**src/rtl/fbd_defines.svh**
```systemverilog
// Constants for the flash bus host controller.
// Assumes inclusion by bare name from rtl files.
`ifndef FBD_DEFINES_SVH
`define FBD_DEFINES_SVH
`define FBD_ADDR_W 18
`define FBD_DATA_W 16
`define FBD_A6_BIT 6
`define FBD_A1_BIT 1
`define FBD_A0_BIT 0
`define FBD_SETUP_CYC 2
`define FBD_STROBE_CYC 4
`define FBD_HOLD_CYC 2
`define FBD_RST_CYC 25
`define FBD_CNT_W 8
`define FBD_BYTE_HI 15
`define FBD_OP_READ 2'h0
`define FBD_OP_WRITE 2'h1
`define FBD_OP_PROT 2'h2
`define FBD_OP_UNPROT 2'h3
`endif

```
**src/rtl/fbd_pkg.sv**
```systemverilog
// Types for the flash bus host controller.
// Assumes fbd_defines.svh is on the include path.
`include "fbd_defines.svh"
package fbd_pkg;
	typedef logic [1:0] fbd_op_t;
	typedef enum logic [2:0] {
		FBD_RESET = 3'h0,
		FBD_IDLE = 3'h1,
		FBD_SETUP = 3'h2,
		FBD_STROBE = 3'h3,
		FBD_HOLD = 3'h4
	} fbd_state_e;
endpackage : fbd_pkg

```
**src/rtl/fbd_host.sv**
```systemverilog
// Host controller driving an asynchronous parallel flash through its pins.
// Assumes the flash sits on pins beside it and the bench resolves data from enables.
// Functional notes
// - A read holds chip select and output gate low, write strobe high, reset inactive.
// - A write holds chip select low, output gate high, write strobe low, reset inactive.
// - Protect is a write with high-voltage reset and A6 low, A1 high, A0 low.
// - Unprotect is a write with high-voltage reset and A6 high, A1 high, A0 low.
`timescale 1ns/1ps
`default_nettype none
`include "fbd_defines.svh"
module fbd_host #(
	parameter int ADDR_W = `FBD_ADDR_W,
	parameter int DATA_W = `FBD_DATA_W
) (
	// Clock and reset
	input wire logic i_clk,
	input wire logic i_reset,
	// Request
	input wire logic i_req,
	input wire fbd_pkg::fbd_op_t i_op,
	input wire logic i_byte_mode,
	input wire logic [ADDR_W:0] i_addr,
	input wire logic [DATA_W-1:0] i_wdata,
	output logic o_ready,
	output logic o_done,
	output logic [DATA_W-1:0] o_rdata,
	// Flash pins
	output logic o_ce_n,
	output logic o_oe_n,
	output logic o_we_n,
	output logic o_reset_n,
	output logic o_hv_select,
	output logic o_word_sel,
	output logic [ADDR_W-1:0] o_addr,
	output logic [DATA_W-1:0] o_dq_out,
	output logic [DATA_W-1:0] o_dq_oe,
	input wire logic [DATA_W-1:0] i_dq_in,
	input wire logic i_ready_busy_n,
	output logic o_dev_ready
);
	import fbd_pkg::*;
	// Widths and counts the logic serves
	if (ADDR_W != `FBD_ADDR_W || DATA_W != `FBD_DATA_W) begin : g_bad_width
		$error("fbd_host: unsupported widths");
	end
	if (`FBD_RST_CYC > (1 << `FBD_CNT_W) || `FBD_SETUP_CYC < 1 || `FBD_STROBE_CYC < 1 || `FBD_HOLD_CYC < 1) begin : g_bad_count
		$error("fbd_host: timing counts do not fit the counter");
	end
	fbd_state_e state_ff, nxt_state;
	logic [`FBD_CNT_W-1:0] cnt_ff;
	fbd_op_t op_ff;
	logic byte_ff;
	logic [ADDR_W:0] addr_ff;
	logic [DATA_W-1:0] wdata_ff;
	logic [2:0] rb_sync_ff;
	logic rb_ff;
	logic is_read;
	logic cnt_zero;
	fbd_op_t nxt_op;
	logic nxt_byte;
	logic [ADDR_W:0] nxt_addr;
	logic [DATA_W-1:0] nxt_wdata;
	logic nxt_is_read;
	logic nxt_busy;
	logic take;
	// Request taken this edge
	assign take = o_ready && i_req;
	assign nxt_is_read = (nxt_op == `FBD_OP_READ);
	assign nxt_busy = (nxt_state != FBD_IDLE) && (nxt_state != FBD_RESET);
	assign is_read = (op_ff == `FBD_OP_READ);
	assign cnt_zero = (cnt_ff == '0);
	assign o_ready = (state_ff == FBD_IDLE);
	// Ready pin resynchronised
	always_ff @(posedge i_clk) begin
		if (i_reset) begin
			rb_sync_ff <= 3'h0;
			rb_ff <= 1'b0;
		end else begin
			rb_sync_ff <= {rb_sync_ff[1:0], i_ready_busy_n};
			if (rb_sync_ff[2] == rb_sync_ff[1])
				rb_ff <= rb_sync_ff[2];
		end
	end
	assign o_dev_ready = rb_ff;
	// Sequencer
	always_comb begin
		nxt_state = state_ff;
		unique case (state_ff)
			FBD_RESET: if (cnt_zero) nxt_state = FBD_IDLE;
			FBD_IDLE: if (i_req) nxt_state = FBD_SETUP;
			FBD_SETUP: if (cnt_zero) nxt_state = FBD_STROBE;
			FBD_STROBE: if (cnt_zero) nxt_state = FBD_HOLD;
			FBD_HOLD: if (cnt_zero) nxt_state = FBD_IDLE;
			default: nxt_state = FBD_RESET;
		endcase
	end
	always_ff @(posedge i_clk) begin
		if (i_reset)
			state_ff <= FBD_RESET;
		else
			state_ff <= nxt_state;
	end
	always_ff @(posedge i_clk) begin
		if (i_reset)
			cnt_ff <= `FBD_CNT_W'(`FBD_RST_CYC - 1);
		else if (state_ff != nxt_state) begin
			unique case (nxt_state)
				FBD_SETUP: cnt_ff <= `FBD_CNT_W'(`FBD_SETUP_CYC - 1);
				FBD_STROBE: cnt_ff <= `FBD_CNT_W'(`FBD_STROBE_CYC - 1);
				FBD_HOLD: cnt_ff <= `FBD_CNT_W'(`FBD_HOLD_CYC - 1);
				default: cnt_ff <= '0;
			endcase
		end else if (!cnt_zero)
			cnt_ff <= cnt_ff - 1'b1;
	end
	// Request capture
	always_comb begin
		nxt_op = op_ff;
		nxt_byte = byte_ff;
		nxt_addr = addr_ff;
		nxt_wdata = wdata_ff;
		if (take) begin
			nxt_op = i_op;
			nxt_byte = i_byte_mode;
			nxt_addr = i_addr;
			nxt_wdata = i_wdata;
			if (i_op == `FBD_OP_PROT || i_op == `FBD_OP_UNPROT) begin
				// Sector address bits sit one place up in byte mode
				if (i_byte_mode) begin
					nxt_addr[`FBD_A6_BIT+1] = (i_op == `FBD_OP_UNPROT);
					nxt_addr[`FBD_A1_BIT+1] = 1'b1;
					nxt_addr[`FBD_A0_BIT+1] = 1'b0;
				end else begin
					nxt_addr[`FBD_A6_BIT] = (i_op == `FBD_OP_UNPROT);
					nxt_addr[`FBD_A1_BIT] = 1'b1;
					nxt_addr[`FBD_A0_BIT] = 1'b0;
				end
			end
		end
	end
	always_ff @(posedge i_clk) begin
		if (i_reset) begin
			op_ff <= `FBD_OP_READ;
			byte_ff <= 1'b0;
			addr_ff <= '0;
			wdata_ff <= '0;
		end else begin
			op_ff <= nxt_op;
			byte_ff <= nxt_byte;
			addr_ff <= nxt_addr;
			wdata_ff <= nxt_wdata;
		end
	end
	// Bus strobes
	always_ff @(posedge i_clk) begin
		if (i_reset) begin
			o_ce_n <= 1'b1;
			o_oe_n <= 1'b1;
			o_we_n <= 1'b1;
			o_reset_n <= 1'b0;
			o_hv_select <= 1'b0;
		end else begin
			o_reset_n <= (nxt_state != FBD_RESET);
			o_hv_select <= nxt_busy
				&& (nxt_op == `FBD_OP_PROT || nxt_op == `FBD_OP_UNPROT);
			o_ce_n <= !nxt_busy;
			o_oe_n <= !(nxt_state == FBD_STROBE && nxt_is_read);
			o_we_n <= !(nxt_state == FBD_STROBE && !nxt_is_read);
		end
	end
	// Address, width and write data
	always_ff @(posedge i_clk) begin
		if (i_reset) begin
			o_word_sel <= 1'b1;
			o_addr <= '0;
			o_dq_out <= '0;
		end else begin
			o_word_sel <= !nxt_byte;
			o_addr <= nxt_byte ? nxt_addr[ADDR_W:1] : nxt_addr[ADDR_W-1:0];
			o_dq_out <= nxt_wdata;
			if (nxt_byte)
				o_dq_out[`FBD_BYTE_HI] <= nxt_addr[0];
		end
	end
	// Data pin enables
	always_ff @(posedge i_clk) begin
		if (i_reset)
			o_dq_oe <= '0;
		else if (!nxt_busy)
			o_dq_oe <= '0;
		else if (!nxt_is_read)
			o_dq_oe <= nxt_byte ? 16'h80FF : 16'hFFFF;
		else
			o_dq_oe <= nxt_byte ? 16'h8000 : 16'h0000;
	end
	// End of access
	always_ff @(posedge i_clk) begin
		if (i_reset)
			o_done <= 1'b0;
		else
			o_done <= (state_ff == FBD_HOLD) && cnt_zero;
	end
	// Read data capture at end of strobe
	always_ff @(posedge i_clk) begin
		if (i_reset)
			o_rdata <= '0;
		else if (state_ff == FBD_STROBE && cnt_zero && is_read && o_reset_n)
			o_rdata <= byte_ff ? {8'h00, i_dq_in[7:0]} : i_dq_in;
	end
endmodule : fbd_host
`default_nettype wire

```
**config.mk**
```make
export PLATFORM = sky130hd
export DESIGN_NAME = fbd_host
export DESIGN_NICKNAME = d
export VERILOG_FILES = /design/src/rtl/fbd_pkg.sv /design/src/rtl/fbd_host.sv
export VERILOG_INCLUDE_DIRS = /design/src /design/src/rtl
export SDC_FILE = /design/constraint.sdc
export NUM_CORES = 1
export LEC_CHECK = 0
export BUFFER_PORTS_ARGS = -buffer_cell sky130_fd_sc_hd__buf_2
export CELL_PAD_IN_SITES_DETAIL_PLACEMENT = 1
export CELL_PAD_IN_SITES_GLOBAL_PLACEMENT = 1
export CORE_ASPECT_RATIO = 0.8
export CORE_MARGIN = 2
export CORE_UTILIZATION = 35
export CTS_CLUSTER_SIZE = 10
export DETAILED_ROUTE_END_ITERATION = 16
export PLACE_DENSITY_LB_ADDON = 0.1
export SLEW_MARGIN = 10
export SYNTH_ARGS = -nofsm -noshare
export SYNTH_HDL_FRONTEND = slang
export SYNTH_SLANG_ARGS = --single-unit
```
**constraint.sdc**
```tcl
create_clock -name i_clk -period 2.1 [get_ports i_clk]
set_input_delay 0.105 -clock i_clk [delete_from_list [all_inputs] [get_ports i_clk]]
set_output_delay 0.105 -clock i_clk [all_outputs]
set_load 0.01 [all_outputs]
```
# Word level (Yosys, flattened, before mapping)
# Index checks and enable logic that the tools add are counted.
[word_totals]
ff_bits = 126
input_bits = 58
out_inout_bits = 75
elab_cells = 85
[classes]
add_sub_neg = 1
eq_ne = 15
n_mux = 25
n_bitwise = 1
reduce_logical = 24
[op_table]
columns = ["op", "n"]
rows = [
  ["16-bit two-way mux", 4],
  ["19-bit two-way mux", 1],
  ["18-bit two-way mux", 1],
  ["8-bit two-way mux", 2],
  ["15-bit two-way mux", 1],
  ["3-bit two-way mux", 5],
  ["3-bit by 2-bit == test with 1-bit output (second input constant)", 4],
  ["3-bit case mux with 4 select lines", 1],
  ["1-bit logical AND", 9],
  ["2-bit == test (second input constant)", 4],
  ["8-bit logical NOT", 1],
  ["8-bit by 1-bit subtractor with 8-bit output (second input constant)", 1],
  ["1-bit two-way mux", 7],
  ["3-bit == test (second input constant)", 2],
  ["2-bit OR reduction", 3],
  ["1-bit logical NOT", 5],
  ["2-bit logical NOT", 2],
  ["2-bit two-way mux", 2],
  ["2-bit case mux with 2 select lines", 1],
  ["3-bit by 1-bit == test with 1-bit output (second input constant)", 1],
  ["3-bit logical NOT", 1],
  ["3-bit by 1-bit != test with 1-bit output (second input constant)", 1],
  ["3-bit != test", 1],
  ["3-bit nonzero test", 1],
  ["other kinds (4)", 5],
]

# Logic depth before layout (Yosys ltp)
# Gate-level depths: netlist (run 1).
[logic_depth]
depth_word = 7
ltp_mapped = 8
mapped_depth_nobuf = 6

# Worst setup path before layout (run 1)
# OpenSTA, ideal clock, no wires.
[synth_timing]
path_type = "reg2reg"
from = "reg cnt_ff[0]"
to = "reg o_oe_n"
setup_time_ns = 0.134
arrival_ns = 1.791
required_ns = 1.966
slack_ns = 0.175
stages_incl_launch_ff = 7
path_buffers = 0
period_less_slack_ns = 1.925
cell_sequence = "dfxtp_1 -> inv_1 -> ha_1 -> or3b_2 -> nor2_4 -> xnor2_1 -> or4b_1"
[synth_via]
elab_chain_len = 6
elab_cells_between_ends = 8
cone_classes = "1 x eq/ne; 4 x mux; 3 x reduce/logical"
[synth_lines]
columns = ["item", "line_no", "text"]
rows = [
  ["from (decl)", "fbd_host.sv:50", "logic [`FBD_CNT_W-1:0] cnt_ff;"],
  ["from (signal assigned)", "fbd_host.sv:105", "cnt_ff <= `FBD_CNT_W'(`FBD_RST_CYC - 1);"],
  ["from (signal assigned)", "fbd_host.sv:108", "FBD_SETUP: cnt_ff <= `FBD_CNT_W'(`FBD_SETUP_CYC - 1);"],
  ["from (signal assigned)", "fbd_host.sv:109", "FBD_STROBE: cnt_ff <= `FBD_CNT_W'(`FBD_STROBE_CYC - 1);"],
  ["8-bit logical NOT (*)", "fbd_host.sv:71", "assign cnt_zero = (cnt_ff == '0);"],
  ["3-bit two-way mux (on tied branches)", "n/a", ""],
  ["3-bit case mux with 4 select lines (*)", "fbd_host.sv:88", "unique case (state_ff)"],
  ["3-bit by 2-bit == test with 1-bit output (*)", "fbd_host.sv:167", "o_oe_n <= !(nxt_state == FBD_STROBE && nxt_is_read);"],
  ["1-bit logical AND (*)", "fbd_host.sv:167", ""],
  ["1-bit logical NOT (*)", "fbd_host.sv:167", ""],
  ["to (signal assigned)", "fbd_host.sv:167", ""],
  ["to (decl)", "fbd_host.sv:29", "output logic o_oe_n,"],
]
# Mark *: on every way between the ends. The rest lies on a longest branch, timed or not.
# A chain may end at the register's enable or synchronous reset.

# Final worst setup path (run 1)
[layout_timing]
from = "reg state_ff[2]"
to = "reg o_addr[1]"
[layout_via]
elab_chain_len = 4
elab_cells_between_ends = 5
cone_classes = "1 x eq/ne; 3 x mux; 1 x reduce/logical"
[layout_lines]
columns = ["item", "line_no", "text"]
rows = [
  ["from (decl)", "fbd_host.sv:49", "fbd_state_e state_ff, nxt_state;"],
  ["from (signal assigned)", "fbd_host.sv:101", "state_ff <= nxt_state;"],
  ["3-bit by 1-bit == test with 1-bit output (*)", "fbd_host.sv:72", "assign o_ready = (state_ff == FBD_IDLE);"],
  ["1-bit logical AND (*)", "fbd_host.sv:67", "assign take = o_ready && i_req;"],
  ["19-bit two-way mux or 1-bit two-way mux (tied branches)", "fbd_host.sv:122", "if (take) begin"],
  ["18-bit two-way mux (*)", "fbd_host.sv:179", "o_addr <= nxt_byte ? nxt_addr[ADDR_W:1] : nxt_addr[ADDR_W-1:0];"],
  ["to (signal assigned)", "fbd_host.sv:179", ""],
  ["to (decl)", "fbd_host.sv:34", "output logic [ADDR_W-1:0] o_addr,"],
]
# Marks and branches as above.

==> results by stage, run 1 <==
Outcome:
- The run finished with clean final reports.

Cells and area:
- The area growth from synthesis to final layout is 28.0%.
- The storage element area is 1960 sq um.
- Counting the fill cells in the layout gives 1406.
- The finished layout holds 784 standard cells, fillers aside.
- The number of antenna cells inserted is 0.
- After the last flow step, the layout net total stands at 690.
- The post-route netlist has 28.3% of its cells at a drive strength greater than 1.
- The final core utilization is 46.5%.
- The multi-input combinational cells in the finished layout cover a total of 1900 sq um.

Power and ir drop:
- Of the total power, the share spent switching nets is 24.7%.
- Combinational cells account for 9.8% of the total power.
- The part of the power in the clock network is 41.6%.
- The internal power of the cells totals 3.01 mW.
- The analysis attributes to net switching a power of 988 uW.
- The total power density per cell area is 736 nW/um^2.
- The total power is 4.00 mW.
- Across the VDD grid, the largest voltage drop is 434 uV.
- The standby leakage power is 2.23 nW.
- The portion of total power attributed to sequential cells is 48.5%.

Worst setup path:
- The delay of the slowest critical-path stage is 700 ps.
- Along the worst path, the maximum fanout reaches 38.
- The required time of the critical path is 2310 ps.
- The startpoint type of the worst setup path is a flip-flop.
- The number of buffers and inverters on the critical path is 1.
- Traced cell by cell, the critical path runs through or4bb_2 > buf_4 > a2111oi_0 > a211oi_1.
- In this run the critical register-to-register path is launched from state_ff[2].
- The critical path launch point is state_ff[2].
- On the critical path, the stage with the largest delay is an instance of or4bb_2.
- Broken down by cell family, the worst path's largest delay share belongs to simple AND/OR/NAND/NOR gates.
- The critical path is of the flip-flop to flip-flop type.
- Data on the critical path arrives at its endpoint at 2190 ps.
- The sort of element at the end of the critical path is a flip-flop.

STA:
- The setup TNS is 0 ps.
- On the final layout, the worst clock skew is 4.99 ps.
- The number of pins with negative max-slew slack in the final report is 0.
- For the pin with the worst max-slew slack, the measured transition is 559 ps.
- The final count of hold timing violations is 0.
- The highest attainable clock frequency is 0.506 GHz.
- The final period demand of the worst path is 1980 ps.
- The share of the clock period used by the worst path after layout is 94.1%.
- The headroom to the max-slew limit is 62.2%.
- Once routing completed, OpenROAD measured the worst setup slack at 124 ps.
- The final number of setup-violating endpoints is 0.
- Setup repair after global routing left no endpoint under its margin.

Clock tree:
- Clock tree synthesis found a total of 98 sinks.
- The total CTS buffers is 9.
- TritonCTS built the clock tree.
- The cell sitting at the root of the clock tree is a clkbuf_16.
- The clock passes through at most 2 buffers.
- After clock tree synthesis, the clock-pin slew on the worst setup and hold paths is 70 ps.
- The number of gates resized after CTS was 0.
- The post-CTS setup repair buffer count is 0.
- At the later pin of the worst-skew pair, clock insertion delay measures 350 ps.
- CTS built an H-tree with a depth of 3.

Place:
- The routability congestion estimate is 0.794.
- The pre-CTS setup slack is 106 ps.
- The HPWL after detailed placement is 8520 microns.
- The number of placed cells counting well taps is 748.
- The number of I/O port buffers is 132.

Synth:
- Of all cell types, the one taking the most synthesized area is dfxtp_1.
- The netlist area before placement is 4250 sq um.
- Counting every net in the synthesized netlist gives 568.
- The register area share after synthesis is 46.2%.
- Yosys attributes the largest share of cell area to dfxtp_1 46%, nand2_1 8.5%, a21oi_1 7.0%.
- Averaged over all synthesized cells, the footprint is 8.34 sq um.
- The synthesized design contains 98 register bits.
- In the synthesized netlist the async set-or-reset flop fraction comes to 0%.
- The proportion of netlist area held by the largest area contributor is 46.2%.
- During synthesis, Yosys emitted a total of 0 warnings.
- The most common cell in the synthesized netlist is dfxtp_1.
- The dominant register cell in the synthesized netlist is dfxtp_1.
- The distinct cell type count of the synthesized netlist is 51.
- Counting flops with a built-in enable in the synthesized netlist gives 0.
- After technology mapping, the gate count stands at 509.
- The commonest cells after synthesis are 98 x dfxtp_1, 96 x nand2_1, 59 x a21oi_1, 34 x nand3_1, 29 x buf_4.

Detailed routing:
- The routed design has 12300 microns of wire.
- The routed layout has 3959 vias.
- The initial DRC count is 189.
- Once detail routing completed, the nets flagged for antenna violations numbered 0.
- The wire length per cell after detailed routing is 15.7 microns.
- Using the TritonRoute via totals, the vias-per-cell ratio works out to 5.05.
- The number of DRC violations after detailed routing is 0.
- The first-pass iteration count of the detailed router is 6.

Floorplan:
- The floorplan step defined a die boundary enclosing 13000 sq um.
- The initial cell density of the core is 36.3%.
- From bottom edge to top edge, the die measures 103 microns.
- The die width is 127 microns.
- Row generation in the floorplan step produced 35 rows.
- The floorplan step defined a core boundary enclosing 11700 sq um.
- During I/O placement, the number of pins put on the boundary was 133.

Job:
- The max capacitance violation total is 0.

GRT:
- Entering global routing, the biggest net connects 84 pins.
- The number of global-route vias before repair is 3951.
- The overflow left after global routing is 0.
- Global routing used 19.1% of the available tracks.
- The wire length of the first global-routing pass is 19900 microns.
- The initial antenna violation count is 1.

Worst hold path:
- The min-delay analysis places its worst path in the category primary input to flip-flop.
- In this run the most critical hold path is launched from i_dq_in[5].
-- power groups by stage --
stage          sequential [mW]  clock [mW]  combinational, mW
6_report                  1.94        1.67              0.394
5_1_grt                   1.95        1.81              0.444
4_1_cts                   1.94        1.72              0.397
3_5_place_dp              1.98           0              0.365
3_3_place_gp              1.98           0              0.358
2_1_floorplan             1.97           0              0.210
-- state kept, by name, summed over array words and instances, names as in the netlist, 2 cells and up --
name	cells
rb_sync_ff	3
cnt_ff	8
addr_ff	19
state_ff	3
o_dq_oe	3
op_ff	2
wdata_ff	16
o_rdata	16
o_addr	18
-- per-layer routing --
metal	up-vias	global-route usage, %	wire [microns]
met3	12	4.10	606
met4	0	6.17	160
met2	97	30.9	5660
li1	1983	-	-
met5	-	0	0
met1	1867	25.7	5880
-- worst register-to-register path, stage by stage, from the launching register on --
cell	delay (ps)
dfxtp_1	310
or4bb_2	700
buf_4	300
a2111oi_0	430
a211oi_1	100
-- path summary, 6_finish.rpt --
check             cells after the start  slack, ps             to
hold / removal                        3         10     o_rdata[5]
hold reg to reg                       1        450  rb_sync_ff[1]
setup reg to reg                      4        120      o_addr[1]
setup / recovery                      4        120      o_addr[1]
-- metrics by stage --
step	hold slack, ps	instance area, sq um
finish	11.3	5440
global route	4.67	5440
CTS	0.984	5440
detailed placement	327	4940
global placement	336	4940
floorplan	210	4250
-- cell usage in the layout, fill, tap and decap left out, types with 2 or more instances in the layout --
cell,count
buf_2,132
dfxtp_1,98
nand2_1,96
a21oi_1,59
nand3_1,34
buf_4,24
nor2_1,20
dlygate4sd3_1,20
nor3b_1,17
a31oi_1,15
o211ai_1,14
mux2i_1,11
nand3b_1,9
clkbuf_16,9
inv_1,8
nor2b_1,7
a211oi_1,6
nand2b_1,5
nor3_1,5
o21ai_0,4
clkinvlp_4,3
a311oi_1,2
a21o_1,2
xnor2_1,2
or3_1,2
-- kinds of logic (layout without fill, tap and decap cells) --
| logic type | after synthesis | in the layout | share of synthesized area [%] |
|---|---|---|---|
| simple gates | 208 | 208 | 24.4 |
| compound gates | 113 | 113 | 16.3 |
| flops | 98 | 98 | 46.2 |
| buf+inv | 74 | 201 | 9.34 |
| mux | 12 | 12 | 2.86 |
| xor+xnor | 3 | 3 | 0.619 |
| fa+ha+maj | 1 | 1 | 0.295 |
-- area by class of cell --
| type | instances | share of cell area, % |
|---|---|---|
| Clock buffer | 10 | 4.21 |
| Clock inverter | 6 | 1.22 |
| Inverter | 8 | 0.552 |
| Multi-Input combinational cell | 337 | 35.0 |
| Sequential cell | 98 | 36.1 |
| Tap cell | 148 | 3.41 |
| Timing Repair Buffer | 177 | 19.5 |
-- repair_timing --
action | 4_1_cts | 5_1_grt
endpoints found under the hold margin | 20 | 0
hold buffers | 20 | 0
setup endpoints to repair | 0 | 0
(Power assumes the default switching activity.)
==> inputs of run 2 (changes only) <==
- CORE_ASPECT_RATIO: 0.8 -> 1.2
- CORE_UTILIZATION: 35 -> 37
==> run 2 against run 1 <==
Effect of this change: first-iteration DRC count shrank 47%; wire length decreased by 1.6%; clock power about the same; highest routed layer unchanged; via count is 1.0% higher; core utilization is 2.3 points higher; final cell count up 0.26%; sequential share of layout area grew 0.18 points; sequential power about the same; die area decreased by 5.2%; clock-buffer cell count is 2 higher.
==> results by stage, run 2 (same netlist as run 1, synthesis figures left out) <==
Outcome:
- The run finished with clean final reports.

Cells and area:
- Ranked by flip-flop count, first place goes to addr_ff.
- The finished layout holds 786 standard cells, fillers aside.
- The filler cells instantiated in the layout total 1376.
- The final core utilization is 48.8%.
- The area growth from synthesis to layout is 27.4%.
- In the final design database the tool counted 686 nets.
- Leaving out fill and tap cells, the most frequent cell in the layout is buf_2.
- The number of antenna cells inserted is 0.
- In the final layout, the share of cells above drive strength 1 is 28.2%.
- The flip-flop count of the largest register after layout is 19.
- The total non-filler cell area in the finished layout is 5410 sq um.
- The library cells used most frequently in the layout, excluding fill and tap cells, are 132 x buf_2, 98 x dfxtp_1, 96 x nand2_1, 59 x a21oi_1, 34 x nand3_1.
- The largest registers in the layout are addr_ff x19, o_addr x18.

GRT:
- Entering global routing, the biggest net connects 84 pins.
- The total overflow left after global routing is 0.
- The initial antenna violation count is 0.
- The aggregate global-route resource usage is 19.6%.
- The number of global-route vias before repair is 4027.
- The wire length of the first global-routing pass is 19200 microns.

Clock tree:
- The buffer depth of the longest clock path is 2.
- The clock transition time at the flip-flop clock pins of the worst setup and hold paths is 70 ps.
- The total CTS buffers is 9.
- The cell at the root of the clock tree is clkbuf_16.
- In this run the post-CTS setup repair buffer count came out at 0.
- The deepest level of the CTS H-tree is 3.
- Clock latency on the worst-skew pair, taken at its later pin, is 340 ps.
- In this run, post-CTS repair resized a total of 0 instances.
- TritonCTS built the clock tree.
- The number of clock sinks seen by CTS is 98.

Worst setup path:
- The worst setup path is captured at a flip-flop.
- In this run the critical register-to-register path is launched from cnt_ff[0].
- The delay of the slowest critical-path stage is 520 ps.
- At the worst endpoint, the arrival time is 2100 ps.
- In this run the worst path has a maximum fanout of 4.
- Traced cell by cell, the critical path runs through inv_1 > ha_1 > or3b_2 > nor2_4 > xnor2_1 > or4b_1.
- The setup slack on the worst flop-to-flop path is 200 ps.
- The critical path is of the flip-flop to flip-flop type.
- In this run the critical register-to-register path is captured at o_oe_n.
- For the worst flop-to-flop path, the logic depth is 6.
- The startpoint type of the worst setup path is a flip-flop.
- The slowest cell on the critical path is or4b_1.
- The required time of the critical path is 2310 ps.

Detailed routing:
- The number of DRC violations after detailed routing is 0.
- The pre-antenna-repair detailed-routing pass consisted of 4 iterations.
- The number of vias per cell is 5.09.
- Dividing the detail-routed wire length by the instance count gives 15.4 microns.
- The post-detailed-route count of antenna-violating nets is 0.
- Summing over every cut layer, the via total after detailed routing is 3999.
- After detailed routing, the total wire length is 12100 microns.
- In this run, the number of DRC markers left after iteration 0 of detailed routing was 101.

STA:
- Setup repair after global routing left no endpoint under its margin.
- In this run the tightest slew margin relative to its limit is 61.8%.
- The highest attainable clock frequency is 0.527 GHz.
- The share of the clock period used by the worst path after layout is 90.3%.
- The final count of hold timing violations came to 0.
- The final number of setup-violating endpoints is 0.
- Setup total negative slack on the finished layout was measured at 0 ps.
- The slew at the pin closest to its max-slew limit is 565 ps.
- Between clock sinks in the finished design, the worst skew comes to 6.68 ps.
- The number of pins with negative max-slew slack in the final report is 0.
- The final period demand of the worst path is 1900 ps.

Floorplan:
- The floorplan die area is 12400 sq um.
- The floorplan row count is 42.
- The number of placed I/O pins is 133.
- Measured along the x axis, the die boundary spans 102 microns.
- From bottom edge to top edge, the die measures 121 microns.
- The placeable core area is 11100 sq um.
- The initial cell density of the core is 38.3%.

Power and ir drop:
- The standby leakage power is 2.22 nW.
- In this run the power density over the cells is 737 nW/um^2.
- Across the VDD grid, the largest voltage drop is 326 uV.

Worst hold path:
- Counting instances, the worst hold path has a depth of 3.
- The path category of the worst min-delay check is primary input to flip-flop.
- The worst hold path terminates at o_rdata[6].
- The startpoint identified for the worst hold timing path is i_dq_in[6].

Place:
- Summing all placed instances gives a cell area of 4940 sq um.
- Counting tap cells, the placed design contains a total of 753 instances.
- After legalization and detailed placement, the total HPWL measured 8320 microns.
- Port buffering added 132 buffers.
- The routability congestion estimate is 0.818.

Job:
- Across the run, the number of max-cap violations was 0.
-- run 2: changes by cell type in the layout (fill, tap and decap cells not counted), sizes merged --
cell and change:
buf -1, clkbuf +2, clkinv +1, dlygate4sd3 -3, inv -1, clkinvlp -2
-- run 2: repair_timing --
item,4_1_cts,5_1_grt
hold buffers,17,0
hold endpoints to repair,17,0
endpoints found under the setup margin,0,0
-- run 2: worst max-delay path by stage --
stage	to	cells past startpoint	startpoint
after floorplan	o_oe_n	6	cnt_ff[0]
after detailed placement	o_oe_n	6	cnt_ff[0]
after CTS	o_oe_n	6	cnt_ff[0]
after global routing	cnt_ff[0]	8	cnt_ff[0]
final	o_oe_n	6	cnt_ff[0]
after global placement	o_oe_n	6	cnt_ff[0]
-- run 2: worst max-delay path: cells and delay by family, from the launching register on --
family                     cells  cell delay [ps]
adders and majority gates      1              150
buffers and inverters          1               60
and+or+nand+nor                3             1140
xor gates and xnor gates       1               70
DFF                            1              340
-- run 2: through the flow --
| stage | power, mW | hold WS [ps] | setup slack, ps |
|---|---|---|---|
| floorplan | 2.18 | 210 | 175 |
| global placement | 2.34 | 322 | 262 |
| detailed placement | 2.35 | 321 | 196 |
| CTS | 4.04 | 2.13 | 181 |
| global route | 4.17 | 4.66 | 96.9 |
| finish | 3.99 | 9.06 | 204 |
-- run 2: per-layer routing --
metal / vias up / share of wire, % / wire length [microns] / track usage [%]
met1: 1939 / 42 / 5130 / 23.3
met4: 0 / 1.1 / 135 / 5.49
met2: 75 / 53 / 6370 / 35.5
met5: - / 0 / 0 / 0
li1: 1973 / - / - / -
met3: 12 / 3.8 / 462 / 3.69
-- run 2: power by group --
group          internal, mW  switching (mW)  leakage [nW]
sequential             1.90          0.0427         0.791
combinational         0.185           0.207          1.29
clock                 0.958           0.697         0.143
total                  3.04           0.947          2.22
-- run 2: cell type report --
cell class | instances | area (sq um) | area share, %
Multi-Input combinational cell | 337 | 1900 | 35.2
Clock inverter | 4 | 51.3 | 0.948
Timing Repair Buffer | 173 | 1020 | 18.9
Clock buffer | 12 | 246 | 4.56
Inverter | 8 | 30.0 | 0.555
Tap cell | 154 | 193 | 3.56
Sequential cell | 98 | 1960 | 36.3
